--- config.mk ---
export PLATFORM = sky130hd
export DESIGN_NAME = cps_core
export DESIGN_NICKNAME = d
export VERILOG_FILES = /design/src/include/cps_pkg.sv /design/src/hdl/cps_core.sv
export SDC_FILE = /design/constraint.sdc
export NUM_CORES = 1
export LEC_CHECK = 0
export BUFFER_PORTS_ARGS = -buffer_cell sky130_fd_sc_hd__buf_2
export CAP_MARGIN = 20
export CELL_PAD_IN_SITES_DETAIL_PLACEMENT = 1
export CELL_PAD_IN_SITES_GLOBAL_PLACEMENT = 2
export CORE_UTILIZATION = 35
export DETAILED_ROUTE_END_ITERATION = 12
export GPL_ROUTABILITY_DRIVEN = 0
export GPL_TIMING_DRIVEN = 0
export PLACE_DENSITY_LB_ADDON = 0.1
export SETUP_SLACK_MARGIN = 0.5
export SLEW_MARGIN = 20
export SYNTH_ARGS = -nofsm -noshare
export SYNTH_HDL_FRONTEND = slang
export SYNTH_SLANG_ARGS = --single-unit
--- constraint.sdc ---
create_clock -name clk_i -period 3.8 [get_ports clk_i]
set_input_delay 0 -clock clk_i [delete_from_list [all_inputs] [get_ports clk_i]]
set_output_delay 0 -clock clk_i [all_outputs]
set_load 0.02 [all_outputs]
--- src/include/cps_pkg.sv ---
package cps_pkg;
   // ****************************************
   // register map
   // ****************************************
   localparam logic [5:0] ADDR_INDIRECT_PORT = 6'h00;
   localparam logic [5:0] ADDR_TIMER_COUNT   = 6'h01;
   localparam logic [5:0] ADDR_PC_LOW_BYTE   = 6'h02;
   localparam logic [5:0] ADDR_STATUS_FLAGS  = 6'h03;
   localparam logic [5:0] ADDR_INDIRECT_PTR  = 6'h04;
   localparam logic [5:0] ADDR_PC_HIGH_BUF   = 6'h0a;

   // ****************************************
   // field positions
   // ****************************************
   localparam int CFG_SOURCE_BIT = 5;
   localparam int CFG_EDGE_BIT   = 4;
   localparam int CFG_PSA_BIT    = 3;
   localparam int ST_CARRY       = 0;
   localparam int ST_HALF_CARRY  = 1;
   localparam int ST_ZERO        = 2;
   localparam int ST_POWERDOWN   = 3;
   localparam int ST_TIMEOUT     = 4;
   localparam int BUF_PAGE_BIT   = 2;
   localparam int PTR_ADDR_BITS  = 6;

   // ****************************************
   // reset values and sizes
   // ****************************************
   localparam logic [7:0] TIMER_CFG_RESET = 8'hff;
   localparam logic [7:0] STATUS_RESET    = 8'h18;
   localparam logic [7:0] PTR_RESET       = 8'hc0;
   localparam logic [2:0] BUF_RESET       = 3'h0;
   localparam int         STACK_DEPTH     = 5;
   localparam int         PRESCALE_BITS   = 8;

   // ****************************************
   // program counter operations
   // ****************************************
   typedef enum logic [2:0] {
      CPS_PC_STEP       = 3'h0,
      CPS_PC_NEAR_JUMP  = 3'h1,
      CPS_PC_NEAR_CALL  = 3'h3,
      CPS_PC_FAR_JUMP   = 3'h2,
      CPS_PC_FAR_CALL   = 3'h6,
      CPS_PC_RETURN     = 3'h7,
      CPS_PC_LOW_WRITE  = 3'h5,
      CPS_PC_TABLE      = 3'h4
   } cps_pc_op_t;
endpackage

--- src/hdl/cps_core.sv ---
`timescale 1ns/100ps
// What this block does
// - timer is 8-bit; option bit 5 picks instruction clock or external pin
// - with external pin, option bit 4 picks rising or falling edge
// - option bit 3 low attaches prescaler; timer write then clears prescaler
// - program counter 9 or 11 bits, five-entry return stack same width
// - low pc byte is a register; high bits load only from high buffer, branch word or return stack
// - counter holds next address and steps by one unless loaded
// - near jump loads bits 9:0 from word, bit 10 from buffer bit 2
// - near call pushes next address, then loads like near jump
// - far jump loads 10:0 from word and page bit into buffer bit 2
// - far call pushes, loads 10:0 and buffer bit 2 from word
// - the return pops counter, buffer untouched
// - low byte write takes 7:0 from data and 10:8 from buffer
// - table lookup takes 7:0 from alu, keeps 9:8, bit 10 from counter
// - flags follow result when affected; timeout and powerdown not writable
// - carry set on add carry; subtraction carry means no borrow
// - rotates load carry from bit shifted out
// - half carry on carry out of bit 3; subtract means no borrow
// - zero flag set when result zero, else cleared
// - powerdown flag set at power-up and watchdog clear, cleared by sleep
// - timeout set at power-up, watchdog clear, sleep; cleared on overflow
// - pointer bits 5:0 give indirect data address
// - bank bits read ones on small variant, select bank on large
// - indirect with pointer zero reads zero and writes nothing
// - bank bits encode bank number directly
module cps_core #(
   parameter int PC_WIDTH = 11,
   parameter bit LARGE    = 1'b1
) (
   input  wire logic                  clk_i,
   input  wire logic                  reset_i,
   input  wire logic                  timer_ext_clock_pin_i,
   input  wire logic [7:0]            timer_cfg_i,
   input  wire cps_pkg::cps_pc_op_t   pc_op_i,
   input  wire logic [10:0]           instr_addr_i,
   input  wire logic [7:0]            alu_result_i,
   input  wire logic                  reg_wr_i,
   input  wire logic [5:0]            reg_addr_i,
   input  wire logic [7:0]            reg_wdata_i,
   input  wire logic                  flag_zero_upd_i,
   input  wire logic                  flag_carry_upd_i,
   input  wire logic                  flag_zero_i,
   input  wire logic                  flag_carry_i,
   input  wire logic                  flag_half_carry_i,
   input  wire logic                  watchdog_clear_instr_i,
   input  wire logic                  sleep_instr_i,
   input  wire logic                  watchdog_overflow_i,
   output logic [PC_WIDTH-1:0]        pc_o,
   output logic [7:0]                 reg_rdata_o,
   output logic [7:0]                 timer_count_o,
   output logic [7:0]                 status_flags_o,
   output logic [7:0]                 indirect_pointer_o,
   output logic [cps_pkg::PRESCALE_BITS-1:0] prescaler_o,
   output logic                       indirect_null_o,
   output logic [1:0]                 data_bank_o,
   output logic [5:0]                 indirect_addr_o
);
   import cps_pkg::*;
   localparam int PRESCALE_BITS_W = PRESCALE_BITS;

   // ****************************************
   // external timer pin synchroniser
   // ****************************************
   logic       pin_meta_r;
   logic       pin_sync_r;
   logic       pin_prev_r;
   always_ff @(posedge clk_i) begin
      pin_meta_r <= timer_ext_clock_pin_i;
      pin_sync_r <= pin_meta_r;
      pin_prev_r <= pin_sync_r;
   end

   // ****************************************
   // timer and prescaler
   // ****************************************
   logic [7:0]                 timer_r;
   logic [7:0]                 timer_nxt;
   logic [PRESCALE_BITS_W-1:0] presc_r;
   logic [PRESCALE_BITS_W-1:0] presc_nxt;
   wire  logic rise_seen   = pin_sync_r & ~pin_prev_r;
   wire  logic fall_seen   = ~pin_sync_r & pin_prev_r;
   // edge select high counts falling edges
   wire  logic pin_tick    = timer_cfg_i[CFG_EDGE_BIT] ? fall_seen : rise_seen;
   wire  logic timer_tick  = timer_cfg_i[CFG_SOURCE_BIT] ? pin_tick : 1'b1;
   wire  logic presc_on    = ~timer_cfg_i[CFG_PSA_BIT];
   wire  logic timer_wr    = reg_wr_i && (reg_addr_i == ADDR_TIMER_COUNT);
   // prescaler divides by one more than two to the power of option bits 2:0
   wire  logic [2:0] ps_sel = timer_cfg_i[2:0];
   wire  logic presc_done  = presc_r[ps_sel] & timer_tick;
   wire  logic timer_step  = presc_on ? presc_done : timer_tick;

   assign presc_nxt = (timer_wr && presc_on) ? '0 :
                      (presc_on && timer_tick) ?
                         (presc_done ? '0 : presc_r + PRESCALE_BITS_W'(1)) : presc_r;
   assign timer_nxt = timer_wr ? reg_wdata_i : timer_step ? timer_r + 8'h01 : timer_r;

   // ****************************************
   // program counter and stack
   // ****************************************
   logic [PC_WIDTH-1:0] pc_r;
   logic [PC_WIDTH-1:0] pc_nxt;
   logic [PC_WIDTH-1:0] stack_r [STACK_DEPTH];
   logic [2:0]          sp_r;
   logic [2:0]          sp_nxt;
   logic [2:0]          buf_r;
   logic [2:0]          buf_nxt;

   function automatic logic [2:0] wrap_inc(input logic [2:0] p);
      return (p == 3'(STACK_DEPTH - 1)) ? 3'h0 : p + 3'h1;
   endfunction
   function automatic logic [2:0] wrap_dec(input logic [2:0] p);
      return (p == 3'h0) ? 3'(STACK_DEPTH - 1) : p - 3'h1;
   endfunction

   wire logic [10:0] pc_w       = 11'(pc_r);
   wire logic [10:0] pc_inc     = 11'(pc_r + PC_WIDTH'(1));
   wire logic        pcl_wr     = reg_wr_i && (reg_addr_i == ADDR_PC_LOW_BYTE);
   wire logic        buf_wr     = reg_wr_i && (reg_addr_i == ADDR_PC_HIGH_BUF);
   wire logic        is_push    = (pc_op_i == CPS_PC_NEAR_CALL) || (pc_op_i == CPS_PC_FAR_CALL);
   wire logic        is_pop     = (pc_op_i == CPS_PC_RETURN);
   wire logic [10:0] near_tgt   = {buf_r[BUF_PAGE_BIT], instr_addr_i[9:0]};
   wire logic [10:0] table_tgt  = {pc_w[10:8], alu_result_i};
   wire logic [10:0] low_tgt    = {buf_r, reg_wdata_i};
   wire logic [10:0] pop_tgt    = 11'(stack_r[wrap_dec(sp_r)]);

   logic [10:0] pc_sel;
   always_comb begin
      unique case (pc_op_i)
         CPS_PC_NEAR_JUMP, CPS_PC_NEAR_CALL: pc_sel = near_tgt;
         CPS_PC_FAR_JUMP, CPS_PC_FAR_CALL:   pc_sel = instr_addr_i;
         CPS_PC_RETURN:                      pc_sel = pop_tgt;
         CPS_PC_TABLE:                       pc_sel = table_tgt;
         CPS_PC_LOW_WRITE:                   pc_sel = {buf_r, alu_result_i};
         default:                            pc_sel = pcl_wr ? low_tgt : pc_inc;
      endcase
   end
   assign pc_nxt  = PC_WIDTH'(pc_sel);
   assign sp_nxt  = is_push ? wrap_inc(sp_r) : is_pop ? wrap_dec(sp_r) : sp_r;
   // far branches rewrite only the page bit; the high bits never flow back into the buffer
   assign buf_nxt = ((pc_op_i == CPS_PC_FAR_JUMP) || (pc_op_i == CPS_PC_FAR_CALL)) ?
                    {instr_addr_i[10], buf_r[1:0]} :
                    buf_wr ? (LARGE ? reg_wdata_i[2:0] : {2'h0, reg_wdata_i[0]}) : buf_r;

   // ****************************************
   // status flags
   // ****************************************
   logic [7:0] status_r;
   logic [7:0] status_nxt;
   wire  logic status_wr = reg_wr_i && (reg_addr_i == ADDR_STATUS_FLAGS);
   logic [7:0] st_tmp;
   always_comb begin
      st_tmp = status_r;
      if (status_wr) begin
         st_tmp[7:5] = reg_wdata_i[7:5];
         st_tmp[2:0] = reg_wdata_i[2:0];
      end
      // flag updates from the result win over a direct write
      if (flag_zero_upd_i) st_tmp[ST_ZERO] = flag_zero_i;
      if (flag_carry_upd_i) begin
         st_tmp[ST_CARRY]      = flag_carry_i;
         st_tmp[ST_HALF_CARRY] = flag_half_carry_i;
      end
      if (sleep_instr_i) begin
         st_tmp[ST_POWERDOWN] = 1'b0;
         st_tmp[ST_TIMEOUT]   = 1'b1;
      end
      if (watchdog_clear_instr_i) begin
         st_tmp[ST_POWERDOWN] = 1'b1;
         st_tmp[ST_TIMEOUT]   = 1'b1;
      end
      if (watchdog_overflow_i) st_tmp[ST_TIMEOUT] = 1'b0;
      status_nxt = st_tmp;
   end

   // ****************************************
   // indirect pointer
   // ****************************************
   logic [7:0] ptr_r;
   logic [7:0] ptr_nxt;
   wire  logic ptr_wr = reg_wr_i && (reg_addr_i == ADDR_INDIRECT_PTR);
   assign ptr_nxt = ptr_wr ? (LARGE ? reg_wdata_i : {2'h3, reg_wdata_i[5:0]}) : ptr_r;
   wire  logic ptr_null = (ptr_r[PTR_ADDR_BITS-1:0] == 6'h00);

   // ****************************************
   // register read mux
   // ****************************************
   logic [7:0] rd_nxt;
   always_comb begin
      unique case (reg_addr_i)
         ADDR_TIMER_COUNT:  rd_nxt = timer_r;
         ADDR_PC_LOW_BYTE:  rd_nxt = pc_w[7:0];
         ADDR_STATUS_FLAGS: rd_nxt = status_r;
         ADDR_INDIRECT_PTR: rd_nxt = ptr_r;
         ADDR_PC_HIGH_BUF:  rd_nxt = {5'h00, buf_r};
         default:           rd_nxt = 8'h00;
      endcase
   end

   // ****************************************
   // state
   // ****************************************
   always_ff @(posedge clk_i) begin
      if (reset_i) begin
         timer_r  <= 8'h00;
         presc_r  <= '0;
         pc_r     <= '1;
         sp_r     <= 3'h0;
         buf_r    <= BUF_RESET;
         status_r <= STATUS_RESET;
         ptr_r    <= PTR_RESET;
      end else begin
         timer_r  <= timer_nxt;
         presc_r  <= presc_nxt;
         pc_r     <= pc_nxt;
         sp_r     <= sp_nxt;
         buf_r    <= buf_nxt;
         status_r <= status_nxt;
         ptr_r    <= ptr_nxt;
      end
   end

   // no reset on the stack itself: stale entries are what an underflow returns
   always_ff @(posedge clk_i) begin
      if (is_push) stack_r[sp_r] <= pc_r;
   end

   always_ff @(posedge clk_i) begin
      if (reset_i) begin
         reg_rdata_o        <= 8'h00;
         indirect_null_o    <= 1'b1;
         data_bank_o        <= 2'h0;
         indirect_addr_o    <= 6'h00;
      end else begin
         reg_rdata_o        <= rd_nxt;
         indirect_null_o    <= ptr_null;
         data_bank_o        <= LARGE ? ptr_r[7:6] : 2'h0;
         indirect_addr_o    <= ptr_r[PTR_ADDR_BITS-1:0];
      end
   end

   assign pc_o               = pc_r;
   assign timer_count_o      = timer_r;
   assign status_flags_o     = status_r;
   assign indirect_pointer_o = ptr_r;
   assign prescaler_o        = presc_r;

   // ****************************************
   // checks
   // ****************************************
   a_pc_steps: assert property (@(posedge clk_i) disable iff (reset_i)
      (pc_op_i == CPS_PC_STEP && !pcl_wr) |=> pc_r == $past(pc_r) + PC_WIDTH'(1))
      else $error("pc did not step");
   a_far_page: assert property (@(posedge clk_i) disable iff (reset_i)
      (pc_op_i == CPS_PC_FAR_JUMP) |=> buf_r[2] == $past(instr_addr_i[10]) && buf_r[1:0] == $past(buf_r[1:0]))
      else $error("far jump buffer wrong");
   a_call_ret: assert property (@(posedge clk_i) disable iff (reset_i)
      (pc_op_i == CPS_PC_NEAR_CALL) ##1 (pc_op_i == CPS_PC_RETURN) |=> pc_r == $past(pc_r, 2))
      else $error("return address wrong");
   a_near_jump: assert property (@(posedge clk_i) disable iff (reset_i)
      (pc_op_i == CPS_PC_NEAR_JUMP) |=> pc_r[9:0] == $past(instr_addr_i[9:0]) && $stable(buf_r))
      else $error("near jump wrong");
   a_table_keep: assert property (@(posedge clk_i) disable iff (reset_i)
      (pc_op_i == CPS_PC_TABLE) |=> pc_r[7:0] == $past(alu_result_i))
      else $error("table low byte wrong");
   a_presc_clear: assert property (@(posedge clk_i) disable iff (reset_i)
      (timer_wr && !timer_cfg_i[CFG_PSA_BIT]) |=> presc_r == '0)
      else $error("prescaler not cleared");
   a_sleep_flags: assert property (@(posedge clk_i) disable iff (reset_i)
      (sleep_instr_i && !watchdog_clear_instr_i) |=> !status_r[ST_POWERDOWN])
      else $error("sleep flag wrong");
   a_wdt_timeout: assert property (@(posedge clk_i) disable iff (reset_i)
      watchdog_overflow_i |=> !status_r[ST_TIMEOUT])
      else $error("timeout not cleared");
   a_no_tpd_write: assert property (@(posedge clk_i) disable iff (reset_i)
      (status_wr && !sleep_instr_i && !watchdog_clear_instr_i && !watchdog_overflow_i) |=> $stable(status_r[4:3]))
      else $error("timeout or powerdown written");
   a_int_timer: assert property (@(posedge clk_i) disable iff (reset_i)
      (!timer_wr && !timer_cfg_i[CFG_SOURCE_BIT] && timer_cfg_i[CFG_PSA_BIT]) |=> timer_r == $past(timer_r) + 8'h01)
      else $error("timer not stepping");

   // ****************************************
   // checks on branches, flags, pointer and timer
   // ****************************************
   a_near_push: assert property (@(posedge clk_i) disable iff (reset_i)
      (pc_op_i == CPS_PC_NEAR_CALL)
      |=> stack_r[$past(sp_r)] == $past(pc_r) && $stable(buf_r))
      else $error("near call push wrong");

   a_far_call: assert property (@(posedge clk_i) disable iff (reset_i)
      (pc_op_i == CPS_PC_FAR_CALL)
      |=> pc_r == PC_WIDTH'($past(instr_addr_i)) && buf_r[2] == $past(instr_addr_i[10]))
      else $error("far call load wrong");

   a_far_jump_pc: assert property (@(posedge clk_i) disable iff (reset_i)
      (pc_op_i == CPS_PC_FAR_JUMP)
      |=> pc_r == PC_WIDTH'($past(instr_addr_i)))
      else $error("far jump target wrong");

   a_ret_buf: assert property (@(posedge clk_i) disable iff (reset_i)
      (pc_op_i == CPS_PC_RETURN && !buf_wr)
      |=> $stable(buf_r))
      else $error("return changed buffer");

   a_pcl_write: assert property (@(posedge clk_i) disable iff (reset_i)
      (pc_op_i == CPS_PC_STEP && pcl_wr)
      |=> pc_r == PC_WIDTH'({$past(buf_r), $past(reg_wdata_i)}))
      else $error("low byte write wrong");

   a_alu_low: assert property (@(posedge clk_i) disable iff (reset_i)
      (pc_op_i == CPS_PC_LOW_WRITE)
      |=> pc_r == PC_WIDTH'({$past(buf_r), $past(alu_result_i)}))
      else $error("alu low write wrong");

   a_table_high: assert property (@(posedge clk_i) disable iff (reset_i)
      (pc_op_i == CPS_PC_TABLE)
      |=> pc_r[PC_WIDTH-1:8] == $past(pc_r[PC_WIDTH-1:8]))
      else $error("table high bits wrong");

   a_buf_hold: assert property (@(posedge clk_i) disable iff (reset_i)
      (!buf_wr && pc_op_i != CPS_PC_FAR_JUMP && pc_op_i != CPS_PC_FAR_CALL)
      |=> $stable(buf_r))
      else $error("buffer changed");

   a_carry_flag: assert property (@(posedge clk_i) disable iff (reset_i)
      flag_carry_upd_i
      |=> status_r[ST_CARRY] == $past(flag_carry_i))
      else $error("carry flag wrong");

   a_half_flag: assert property (@(posedge clk_i) disable iff (reset_i)
      flag_carry_upd_i
      |=> status_r[ST_HALF_CARRY] == $past(flag_half_carry_i))
      else $error("half carry flag wrong");

   a_zero_flag: assert property (@(posedge clk_i) disable iff (reset_i)
      flag_zero_upd_i
      |=> status_r[ST_ZERO] == $past(flag_zero_i))
      else $error("zero flag wrong");

   a_wdt_clear: assert property (@(posedge clk_i) disable iff (reset_i)
      (watchdog_clear_instr_i && !watchdog_overflow_i)
      |=> status_r[4:3] == 2'h3)
      else $error("watchdog clear flags wrong");

   a_ind_addr: assert property (@(posedge clk_i) disable iff (reset_i)
      1'b1
      |=> indirect_addr_o == $past(ptr_r[PTR_ADDR_BITS-1:0]))
      else $error("indirect address wrong");

   a_null_flag: assert property (@(posedge clk_i) disable iff (reset_i)
      1'b1
      |=> indirect_null_o == $past(ptr_r[PTR_ADDR_BITS-1:0] == 6'h00))
      else $error("null pointer flag wrong");

   a_bank_bits: assert property (@(posedge clk_i) disable iff (reset_i)
      1'b1
      |=> data_bank_o == (LARGE ? $past(ptr_r[7:6]) : 2'h0))
      else $error("bank select wrong");

   a_ptr_write: assert property (@(posedge clk_i) disable iff (reset_i)
      ptr_wr
      |=> ptr_r[5:0] == $past(reg_wdata_i[5:0]) && (LARGE || ptr_r[7:6] == 2'h3))
      else $error("pointer write wrong");

   a_ext_rise: assert property (@(posedge clk_i) disable iff (reset_i)
      (timer_cfg_i[5:3] == 3'h5 && rise_seen && !timer_wr)
      |=> timer_r == $past(timer_r) + 8'h01)
      else $error("pin edge not counted");

   a_ext_idle: assert property (@(posedge clk_i) disable iff (reset_i)
      (timer_cfg_i[CFG_SOURCE_BIT] && timer_cfg_i[CFG_PSA_BIT] && !pin_tick && !timer_wr)
      |=> $stable(timer_r))
      else $error("timer moved without edge");

   a_stack_wrap: assert property (@(posedge clk_i) disable iff (reset_i)
      is_push
      |=> sp_r == wrap_inc($past(sp_r)) && sp_r < 3'(STACK_DEPTH))
      else $error("stack pointer wrap wrong");
endmodule

* Word-level counts from Yosys, hierarchy flattened
Memories as Yosys holds them, arrays and structs flattened. Cells that the tools add are included.
Word-level totals: memories kept 1, logic and storage cells 94, flip-flop bits (word level) 69, RAM bits 55, bits of input ports 56
Memories:
- stack_r | words 5, bits a word 11, rd ports 1, clocked after memory_dff 0, write ports 1, RTL line cps_core.sv:103 | logic [PC_WIDTH-1:0] stack_r [STACK_DEPTH];
Cells by class: equality and inequality tests 13, add/subtract/negate cells 5, magnitude comparators 1, bitwise logic cells 7, reductions and logical operators 22, muxes and demuxes 25
Operator list (count):
- one-hot mux 11 bit (5 select lines) | 1
- one-hot mux 8 bit (5 select lines) | 1
- 2-to-1 mux 8 bit | 3
- 2-to-1 mux 3 bit | 7
- adder 8 x 1 -> 8 bit, second input constant | 2
- == test 3 bit, second input constant | 5
- == test 6 x 2 -> 1 bit, second input constant | 2
- adder 11 x 1 -> 11 bit, second input constant | 1
- 2-to-1 mux 11 bit | 1
- nonzero test 2 bit | 5
- 2-to-1 mux 1 bit | 8
- OR reduction 2 bit | 4
- logical AND 1 bit | 7
- == test 3 x 2 -> 1 bit, second input constant | 2
- == test 6 x 1 -> 1 bit, second input constant | 1
- == test 6 x 3 -> 1 bit, second input constant | 1
- == test 6 x 4 -> 1 bit, second input constant | 1
- logical NOT 6 bit | 1
- 2-to-1 mux 2 bit | 3
- less-than comparator 3 x 4 -> 1 bit, second input constant | 1
- NOT 1 bit | 4
- adder 3 x 1 -> 3 bit, second input constant | 1
- AND 1 bit | 3
- binary-select mux 1 bit (select 3 bit) | 1
- 6 further kinds | 7

* Longest topological paths before layout
Gate-level depths: netlist of run 1.
depth in word-level cells 8, gate-level depth with buffers 10, gate-level depth less buffers 7

* Worst setup path after synthesis of run 1
No wires, ideal clock.
path kind register -> register, start reg sp_r[0], end mem stack_r[4][0] (enable), setup time 0.412 ns, arrival time 2.370 ns, cell stages (with the launch flop) 5, clock period less this slack 2.783 ns, slack 1.017 ns, cell sequence dfxtp_1 -> clkbuf_1 -> clkbuf_1 -> clkbuf_1 -> nor4b_1
RTL lines:
- from (decl) | RTL line cps_core.sv:104 | logic [2:0] sp_r;
- from (signal assigned) | RTL line cps_core.sv:216 | sp_r <= sp_nxt;
- to (decl) | RTL line cps_core.sv:103
Straight into the memory's write port.

* Worst setup path after layout of run 1
start reg sp_r[0], end reg pc_r[2], in the netlist pc_o[2]
Between the ends: word-level cells in the longest chain between the ends 4, elaborated cells between the ends (all ways) 5, classes of those cells 1 x add/sub; 2 x mux; 1 x reduce/logical; 1 x memory
Ends and longest elaborated chain:
- subtractor 3 x 1 -> 3 bit / logical NOT 3 bit (equally long branches) | RTL line cps_core.sv:113 | return (p == 3'h0) ? 3'(STACK_DEPTH - 1) : p - 3'h1;
- 2-to-1 mux 3 bit * | RTL line cps_core.sv:113
- memory read (5 x 11 bit) *
- one-hot mux 11 bit (5 select lines) * | RTL line cps_core.sv:129 | unique case (pc_op_i)
- to (signal assigned) | RTL line cps_core.sv:215 | pc_r <= pc_nxt;
- to (decl) | RTL line cps_core.sv:101 | logic [PC_WIDTH-1:0] pc_r;
Mark *: on every way between the ends. The rest lies on a longest branch, timed or not. A chain may end at the register's enable or synchronous reset.

==> impl_metrics.env, run 1 <==
export IMPL_hold_path_end="pc_o[2]"
export IMPL_crit_reg2reg_capture="pc_o[2]"
export IMPL_rows=47
export IMPL_setup_viol=0
export IMPL_fin_crit_ns=2.97
export IMPL_wl_met1_um=9350
export IMPL_avgSynthCellArea_um2=10.4
export IMPL_synth_distinct_cells=56
export IMPL_clock_power_share_pct=45.7
export IMPL_worst_r2r_setup_slack_ns=0.83
export IMPL_postCtsSetupBuffers=0
export IMPL_fin_cells=974
export IMPL_cts_tree="built"
export IMPL_cts_made_buffers=17
export IMPL_synth_edf_count=55
export IMPL_clock_sinks=124
export IMPL_slew_viol_final=0
export IMPL_whs_ns=0.0259
export IMPL_wl_per_cell_um=20.7
export IMPL_worstPathMaxFanout=10
export IMPL_totalWireLength_um=20200
export IMPL_clock_skew_ns=0.00689
export IMPL_antenna_found_initial=0
export IMPL_core_area_um2=16600
export IMPL_port_buffers=110
export IMPL_cp_required_ns=4.10
export IMPL_layout_commonest_cell="buf_2"
export IMPL_grt_first_pass_wirelength_um=31200
export IMPL_pin_count=116
export IMPL_drt_iter0_drc=283
export IMPL_intPower_mw=2.63
export IMPL_power_leakage_nw=3.06
export IMPL_path_clk_slew_ns=0.06
export IMPL_grt_ovfl_total=0
export IMPL_grt_pass1_vias=5372
export IMPL_max_cap_violations=0
export IMPL_path_depth=9
export IMPL_post_route_period_util_pct=78.0
export IMPL_tns_ns=0
export IMPL_n_fill_cell=1925
export IMPL_swShare_pct=26.9
export IMPL_fin_ws_ns=0.834
export IMPL_drtAntennaViolNets=0
export IMPL_die_h_um=132
export IMPL_synthFlopType="dfxtp_1"
export IMPL_grt_max_degree=17
export IMPL_synth_area_um2=5950
export IMPL_p_per_area_nw_per_um2=464
export IMPL_switchingPower_mw=0.970
export IMPL_placedCellCount=913
export IMPL_ys_warn_count=0
export IMPL_sequentialPowerShare_pct=41.8
export IMPL_finalHoldViolations=0
export IMPL_status="completed"
export IMPL_hold_path_class="in -> reg"
export IMPL_syn_nets=636
export IMPL_dr_max_layer_used="met4"
export IMPL_fmax_mhz=337
export IMPL_wl_met2_um=9690
export IMPL_antenna_cells=0
export IMPL_num_vias=5330
export IMPL_cts_htree_levels=4
export IMPL_cts_max_path_buffers=2
export IMPL_layout_drive_gt1_share_pct=24.9
export IMPL_syn_inst=574
export IMPL_power_frac_comb_pct=12.5
export IMPL_syn_to_final_growth_pct=30.5
export IMPL_mostFrequentLayoutCells="112 x buf_2, 69 x dfxtp_1, 57 x nor2_1, 55 x edfxtp_1, 43 x a21oi_1"
export IMPL_seq_area_frac_synth_pct=51.0
export IMPL_post_dp_hpwl_um=14700
export IMPL_post_place_ws_ns=0.616
export IMPL_dr_wl_met3_um=910
export IMPL_final_nets=803
export IMPL_critPathTopFamily="buffers and inverters"
export IMPL_holdCritStartpoint="pc_op_i[1]"
export IMPL_firstDrtPassIters=4
export IMPL_crit_slowest_cell="o311ai_1"
export IMPL_arrival_ns=3.27
export IMPL_rsz0062_at_grt="false"
export IMPL_grt_usage_pct=23.8
export IMPL_synthArstFlopShare_pct=0
export IMPL_hold_depth=3
export IMPL_initial_core_util_pct=35.9
export IMPL_relSlewSlack_pct=32.8
export IMPL_drcViolationCount=0
export IMPL_viasPerCell=5.47
export IMPL_ir_drop_mv=0.337
export IMPL_synth_seq_cells=124
export IMPL_dieArea_um2=17500
export IMPL_worstSetupEndpointType="flip-flop"
export IMPL_reg2reg_depth=9
export IMPL_cts_root_buf="clkbuf_16"
export IMPL_worst_pin_slew_ns=1.00
export IMPL_r2r_start="sp_r[0]"
export IMPL_clock_latency_ns=0.42
export IMPL_critPathKind="reg -> reg"
export IMPL_crit_path_cell_trace="clkbuf_2 > inv_1 > ha_1 > clkbuf_1 > inv_1 > clkbuf_1 > o311ai_1 > a21oi_1 > o32a_1"
export IMPL_cp_buffers_inverters=5
export IMPL_cpPeakStageDelay_ns=0.51
export IMPL_start_kind="flip-flop"
export IMPL_die_x_um=132
-- power groups by stage --
stage                     clock (mW)  sequential [mW]  combinational [mW]
after floorplan                    0             1.53               0.239
after CTS                       1.68             1.51               0.453
after global placement             0             1.53               0.409
after global routing            1.74             1.51               0.491
final                           1.64             1.51               0.451
after detailed placement           0             1.53               0.426
-- state kept, by name (all words and copies together), names as in the netlist --
name	flops
reg_rdata_o	8
pc_o	11
indirect_pointer_o	8
prescaler_o	8
pin_sync_r	1
sp_r	3
status_flags_o	8
data_bank_o	2
pin_prev_r	1
timer_count_o	8
indirect_addr_o	6
indirect_null_o	1
stack_r	55
buf_r	3
pin_meta_r	1
-- cell usage after synthesis (all sizes together), types with 3 or more instances --
cell	number	area share, %
dfxtp	69	23
nor2	58	3.7
edfxtp	55	28
a21oi	43	3.6
nand2	40	2.5
mux2i	31	5.2
clkbuf	27	1.7
o21ai	27	2.3
a211oi	18	2.3
mux2	16	3.0
nand3	15	1.3
and3	12	1.3
nor2b	11	1.2
xor2	9	1.3
a222oi	8	1.3
inv	8	0.50
nand3b	8	1.0
nor3	8	0.67
nor4	7	0.74
a21o	6	0.76
buf	6	0.50
ha	6	1.3
mux4	6	2.3
o211ai	6	0.76
xnor2	6	0.88
a211o	5	0.74
a221oi	5	0.74
nand4	5	0.53
or3	5	0.53
a31oi	4	0.42
and4	4	0.59
nand2b	4	0.42
o2111ai	4	0.59
a22oi	3	0.38
o21bai	3	0.38
-- worst register-to-register path, cell delays in order, from the launching register on --
cell and delay, ns:
dfxtp_1 0.34, clkbuf_2 0.24, inv_1 0.25, ha_1 0.26
clkbuf_1 0.40, inv_1 0.25, clkbuf_1 0.28, o311ai_1 0.52
a21oi_1 0.13, o32a_1 0.19
-- metal layers --
metal | vias to the layer above | track usage [%]
met4 | 0 | 6.39
met5 | - | 0
met2 | 147 | 38.7
met3 | 19 | 5.31
li1 | 2521 | -
met1 | 2643 | 31.7
-- cells by family after synthesis --
| kind of cell | count (synthesis) | synth area share [%] |
|---|---|---|
| xor gates and xnor gates | 15 | 2.21 |
| muxes | 53 | 10.5 |
| adders and majority gates | 6 | 1.26 |
| buffers and inverters | 41 | 2.71 |
| AOI/OAI and AO/OA | 146 | 16.3 |
| DFF | 124 | 51.0 |
| and+or+nand+nor | 189 | 16.0 |
-- layout make-up --
class / count / area, um^2 / area share [%]
clock inverters: 12 / 120 / 1.55
repair buffers: 148 / 898 / 11.6
clock buffers: 20 / 489 / 6.30
well taps: 220 / 275 / 3.55
inverters: 8 / 30.0 / 0.387
multi-input cells: 409 / 2790 / 35.9
plain buffers: 33 / 133 / 1.71
flip-flops and latches: 124 / 3030 / 39.1
-- repair_timing --
action,CTS,global route
endpoints found under the setup margin,0,3
hold buffers,28,0
resized for setup,0,3
hold endpoints to repair,35,0
-- stage by stage --
step	util (%)	instance area (um^2)	total power, mW
after floorplan	-	5950	1.77
after global placement	40.8	6770	1.94
after detailed placement	41.4	6870	1.96
after CTS	46.8	7760	3.63
after global routing	46.8	7760	3.74
final	46.8	7760	3.60
-- worst max-delay path by stage --
stage / start / end / slack, ns
detailed placement: sp_r[0] / pc_o[2] / 0.62
global placement: sp_r[0] / stack_r[0][3] / -0.14
CTS: sp_r[0] / pc_o[2] / 0.58
global route: sp_r[0] / pc_o[2] / 0.62
floorplan: sp_r[0] / stack_r[4][0] / 1.02
finish: sp_r[0] / pc_o[2] / 0.83
Power figures use the tool's default switching activity.
==> run 2: changes to the inputs <==
==> constraint.sdc (replaced) <==
create_clock -name clk_i -period 2.8 [get_ports clk_i]
set_input_delay 0 -clock clk_i [delete_from_list [all_inputs] [get_ports clk_i]]
set_output_delay 0 -clock clk_i [all_outputs]
set_load 0.02 [all_outputs]
==> impl_metrics.env, run 2 (synthesized netlist as in run 1, its figures left out) <==
export IMPL_status="completed"
export IMPL_rsz0062_at_grt="true"
export IMPL_layout_commonest_cell="buf_2"
export IMPL_finalHoldViolations=0
export IMPL_p_per_area_nw_per_um2=611
export IMPL_setup_viol=0
export IMPL_total_power_mw=4.85
export IMPL_clock_power_share_pct=43.9
export IMPL_multi_input_area_um2=2910
export IMPL_post_dp_hpwl_um=14900
export IMPL_largest_reg_flops=55
export IMPL_fin_cells=980
export IMPL_firstDrtPassIters=5
export IMPL_wl_per_cell_um=21.5
export IMPL_antenna_cells=0
export IMPL_die_h_um=132
export IMPL_placedCellCount=912
export IMPL_post_place_ws_ns=-0.248
export IMPL_num_vias=5411
export IMPL_tns_ns=0
export IMPL_fin_crit_ns=2.34
export IMPL_crit_path_cell_trace="clkbuf_8 > clkbuf_1 > clkbuf_2 > nor4_2 > buf_2 > buf_4"
export IMPL_port_buffers=110
export IMPL_power_leakage_nw=3.12
export IMPL_cp_required_ns=2.93
export IMPL_layout_drive_gt1_share_pct=28.3
export IMPL_antenna_found_initial=0
export IMPL_start_kind="flip-flop"
export IMPL_mostFrequentLayoutCells="114 x buf_2, 67 x dfxtp_1, 57 x nor2_1, 55 x edfxtp_1, 42 x a21oi_1"
export IMPL_post_route_period_util_pct=83.5
export IMPL_initial_core_util_pct=35.9
export IMPL_final_nets=809
export IMPL_drt_iter0_drc=274
export IMPL_relSlewSlack_pct=34.0
export IMPL_stdcell_area_um2=7940
export IMPL_worstSetupEndpointType="flip-flop"
export IMPL_syn_to_final_growth_pct=33.6
export IMPL_drcViolationCount=0
export IMPL_intPower_mw=3.58
export IMPL_grt_first_pass_wirelength_um=32300
export IMPL_path_clk_slew_ns=0.06
export IMPL_rows=47
export IMPL_power_frac_comb_pct=13.9
export IMPL_n_fill_cell=1894
export IMPL_switchingPower_mw=1.28
export IMPL_cts_tree="built"
export IMPL_drtAntennaViolNets=0
export IMPL_viasPerCell=5.52
export IMPL_pin_count=116
export IMPL_critPathKind="reg -> reg"
export IMPL_grt_ovfl_total=0
export IMPL_totalWireLength_um=21100
export IMPL_max_cap_violations=0
export IMPL_die_x_um=132
export IMPL_clock_sinks=124
export IMPL_seq_area_um2=3040
export IMPL_whs_ns=0.0205
export IMPL_swShare_pct=26.3
export IMPL_grt_max_degree=17
export IMPL_arrival_ns=2.47
export IMPL_fmax_mhz=428
export IMPL_worstPathMaxFanout=10
export IMPL_core_area_um2=16600
export IMPL_cts_root_buf="clkbuf_16"
export IMPL_cpPeakStageDelay_ns=0.47
export IMPL_worst_pin_slew_ns=0.983
export IMPL_cts_made_buffers=17
export IMPL_r2r_start="sp_r[0]"
export IMPL_crit_slowest_cell="nor4_2"
export IMPL_largest_register="stack_r"
export IMPL_sequentialPowerShare_pct=42.2
export IMPL_grt_usage_pct=24.4
export IMPL_cts_max_path_buffers=2
export IMPL_fin_ws_ns=0.462
export IMPL_holdCritStartpoint="pc_op_i[1]"
export IMPL_startpoint="sp_r[0]"
export IMPL_clock_latency_ns=0.42
export IMPL_worst_r2r_setup_slack_ns=0.46
export IMPL_ir_drop_mv=0.439
export IMPL_slew_viol_final=0
export IMPL_final_util_pct=47.9
export IMPL_dieArea_um2=17500
export IMPL_grt_pass1_vias=5661
export IMPL_cts_htree_levels=4
export IMPL_hold_path_class="in -> reg"
export IMPL_placed_cell_area_um2=6870
export IMPL_clock_skew_ns=0.0115
==> run 2: changes by cell type in the layout (fill, tap and decap cells not counted), moves of 3 or more <==
cell	delta
buf_4	+5
inv_6	-5
clkinv_2	+4
clkinv_4	-4
clkbuf_1	-3
clkbuf_4	+3
clkbuf_8	+3
==> run 2: power groups by stage <==
stage / clock network, mW / registers, mW / logic (mW)
2_1_floorplan: 0 / 2.08 / 0.326
3_3_place_gp: 0 / 2.08 / 0.554
3_5_place_dp: 0 / 2.08 / 0.579
4_1_cts: 2.16 / 2.05 / 0.640
5_1_grt: 2.25 / 2.06 / 0.730
6_report: 2.13 / 2.05 / 0.675
==> run 2: per-layer routing <==
layer | vias up | routed length, um | GRT usage (%)
met5 | - | 0 | 0
met4 | 0 | 643 | 11.0
met3 | 44 | 969 | 5.04
met2 | 168 | 10000 | 39.7
met1 | 2672 | 9450 | 31.2
li1 | 2527 | - | -
==> run 2: path summary, 6_finish.rpt <==
path	end	cells after the start
worst max register to register	stack_r[2][5]	6
worst max-delay path	stack_r[2][5]	6
worst min-delay path	buf_r[2]	3
worst min register to register	pin_sync_r	0
==> run 2: critical path, delay by kind of cell (launching register included) <==
| kind | cells | cell delay, ns |
|---|---|---|
| DFF | 1 | 0.33 |
| buffers and inverters | 5 | 1.25 |
| and+or+nand+nor | 1 | 0.47 |
==> run 2: cell type report <==
cell class              count  share of cell area (%)
multi-input cells         409                    36.6
repair buffers            154                    12.0
flip-flops and latches    124                    38.2
clock buffers              25                    6.38
plain buffers              33                    2.06
clock inverters             7                   0.772
well taps                 220                    3.47
inverters                   8                   0.473
==> run 2: timing repair <==
action,4_1_cts,5_1_grt
gates resized for setup,24,18
cloned,0,0
endpoints found under the setup margin,56,42
pin swaps,1,2
setup buffers,3,5
hold buffers,28,0
hold endpoints to repair,36,0
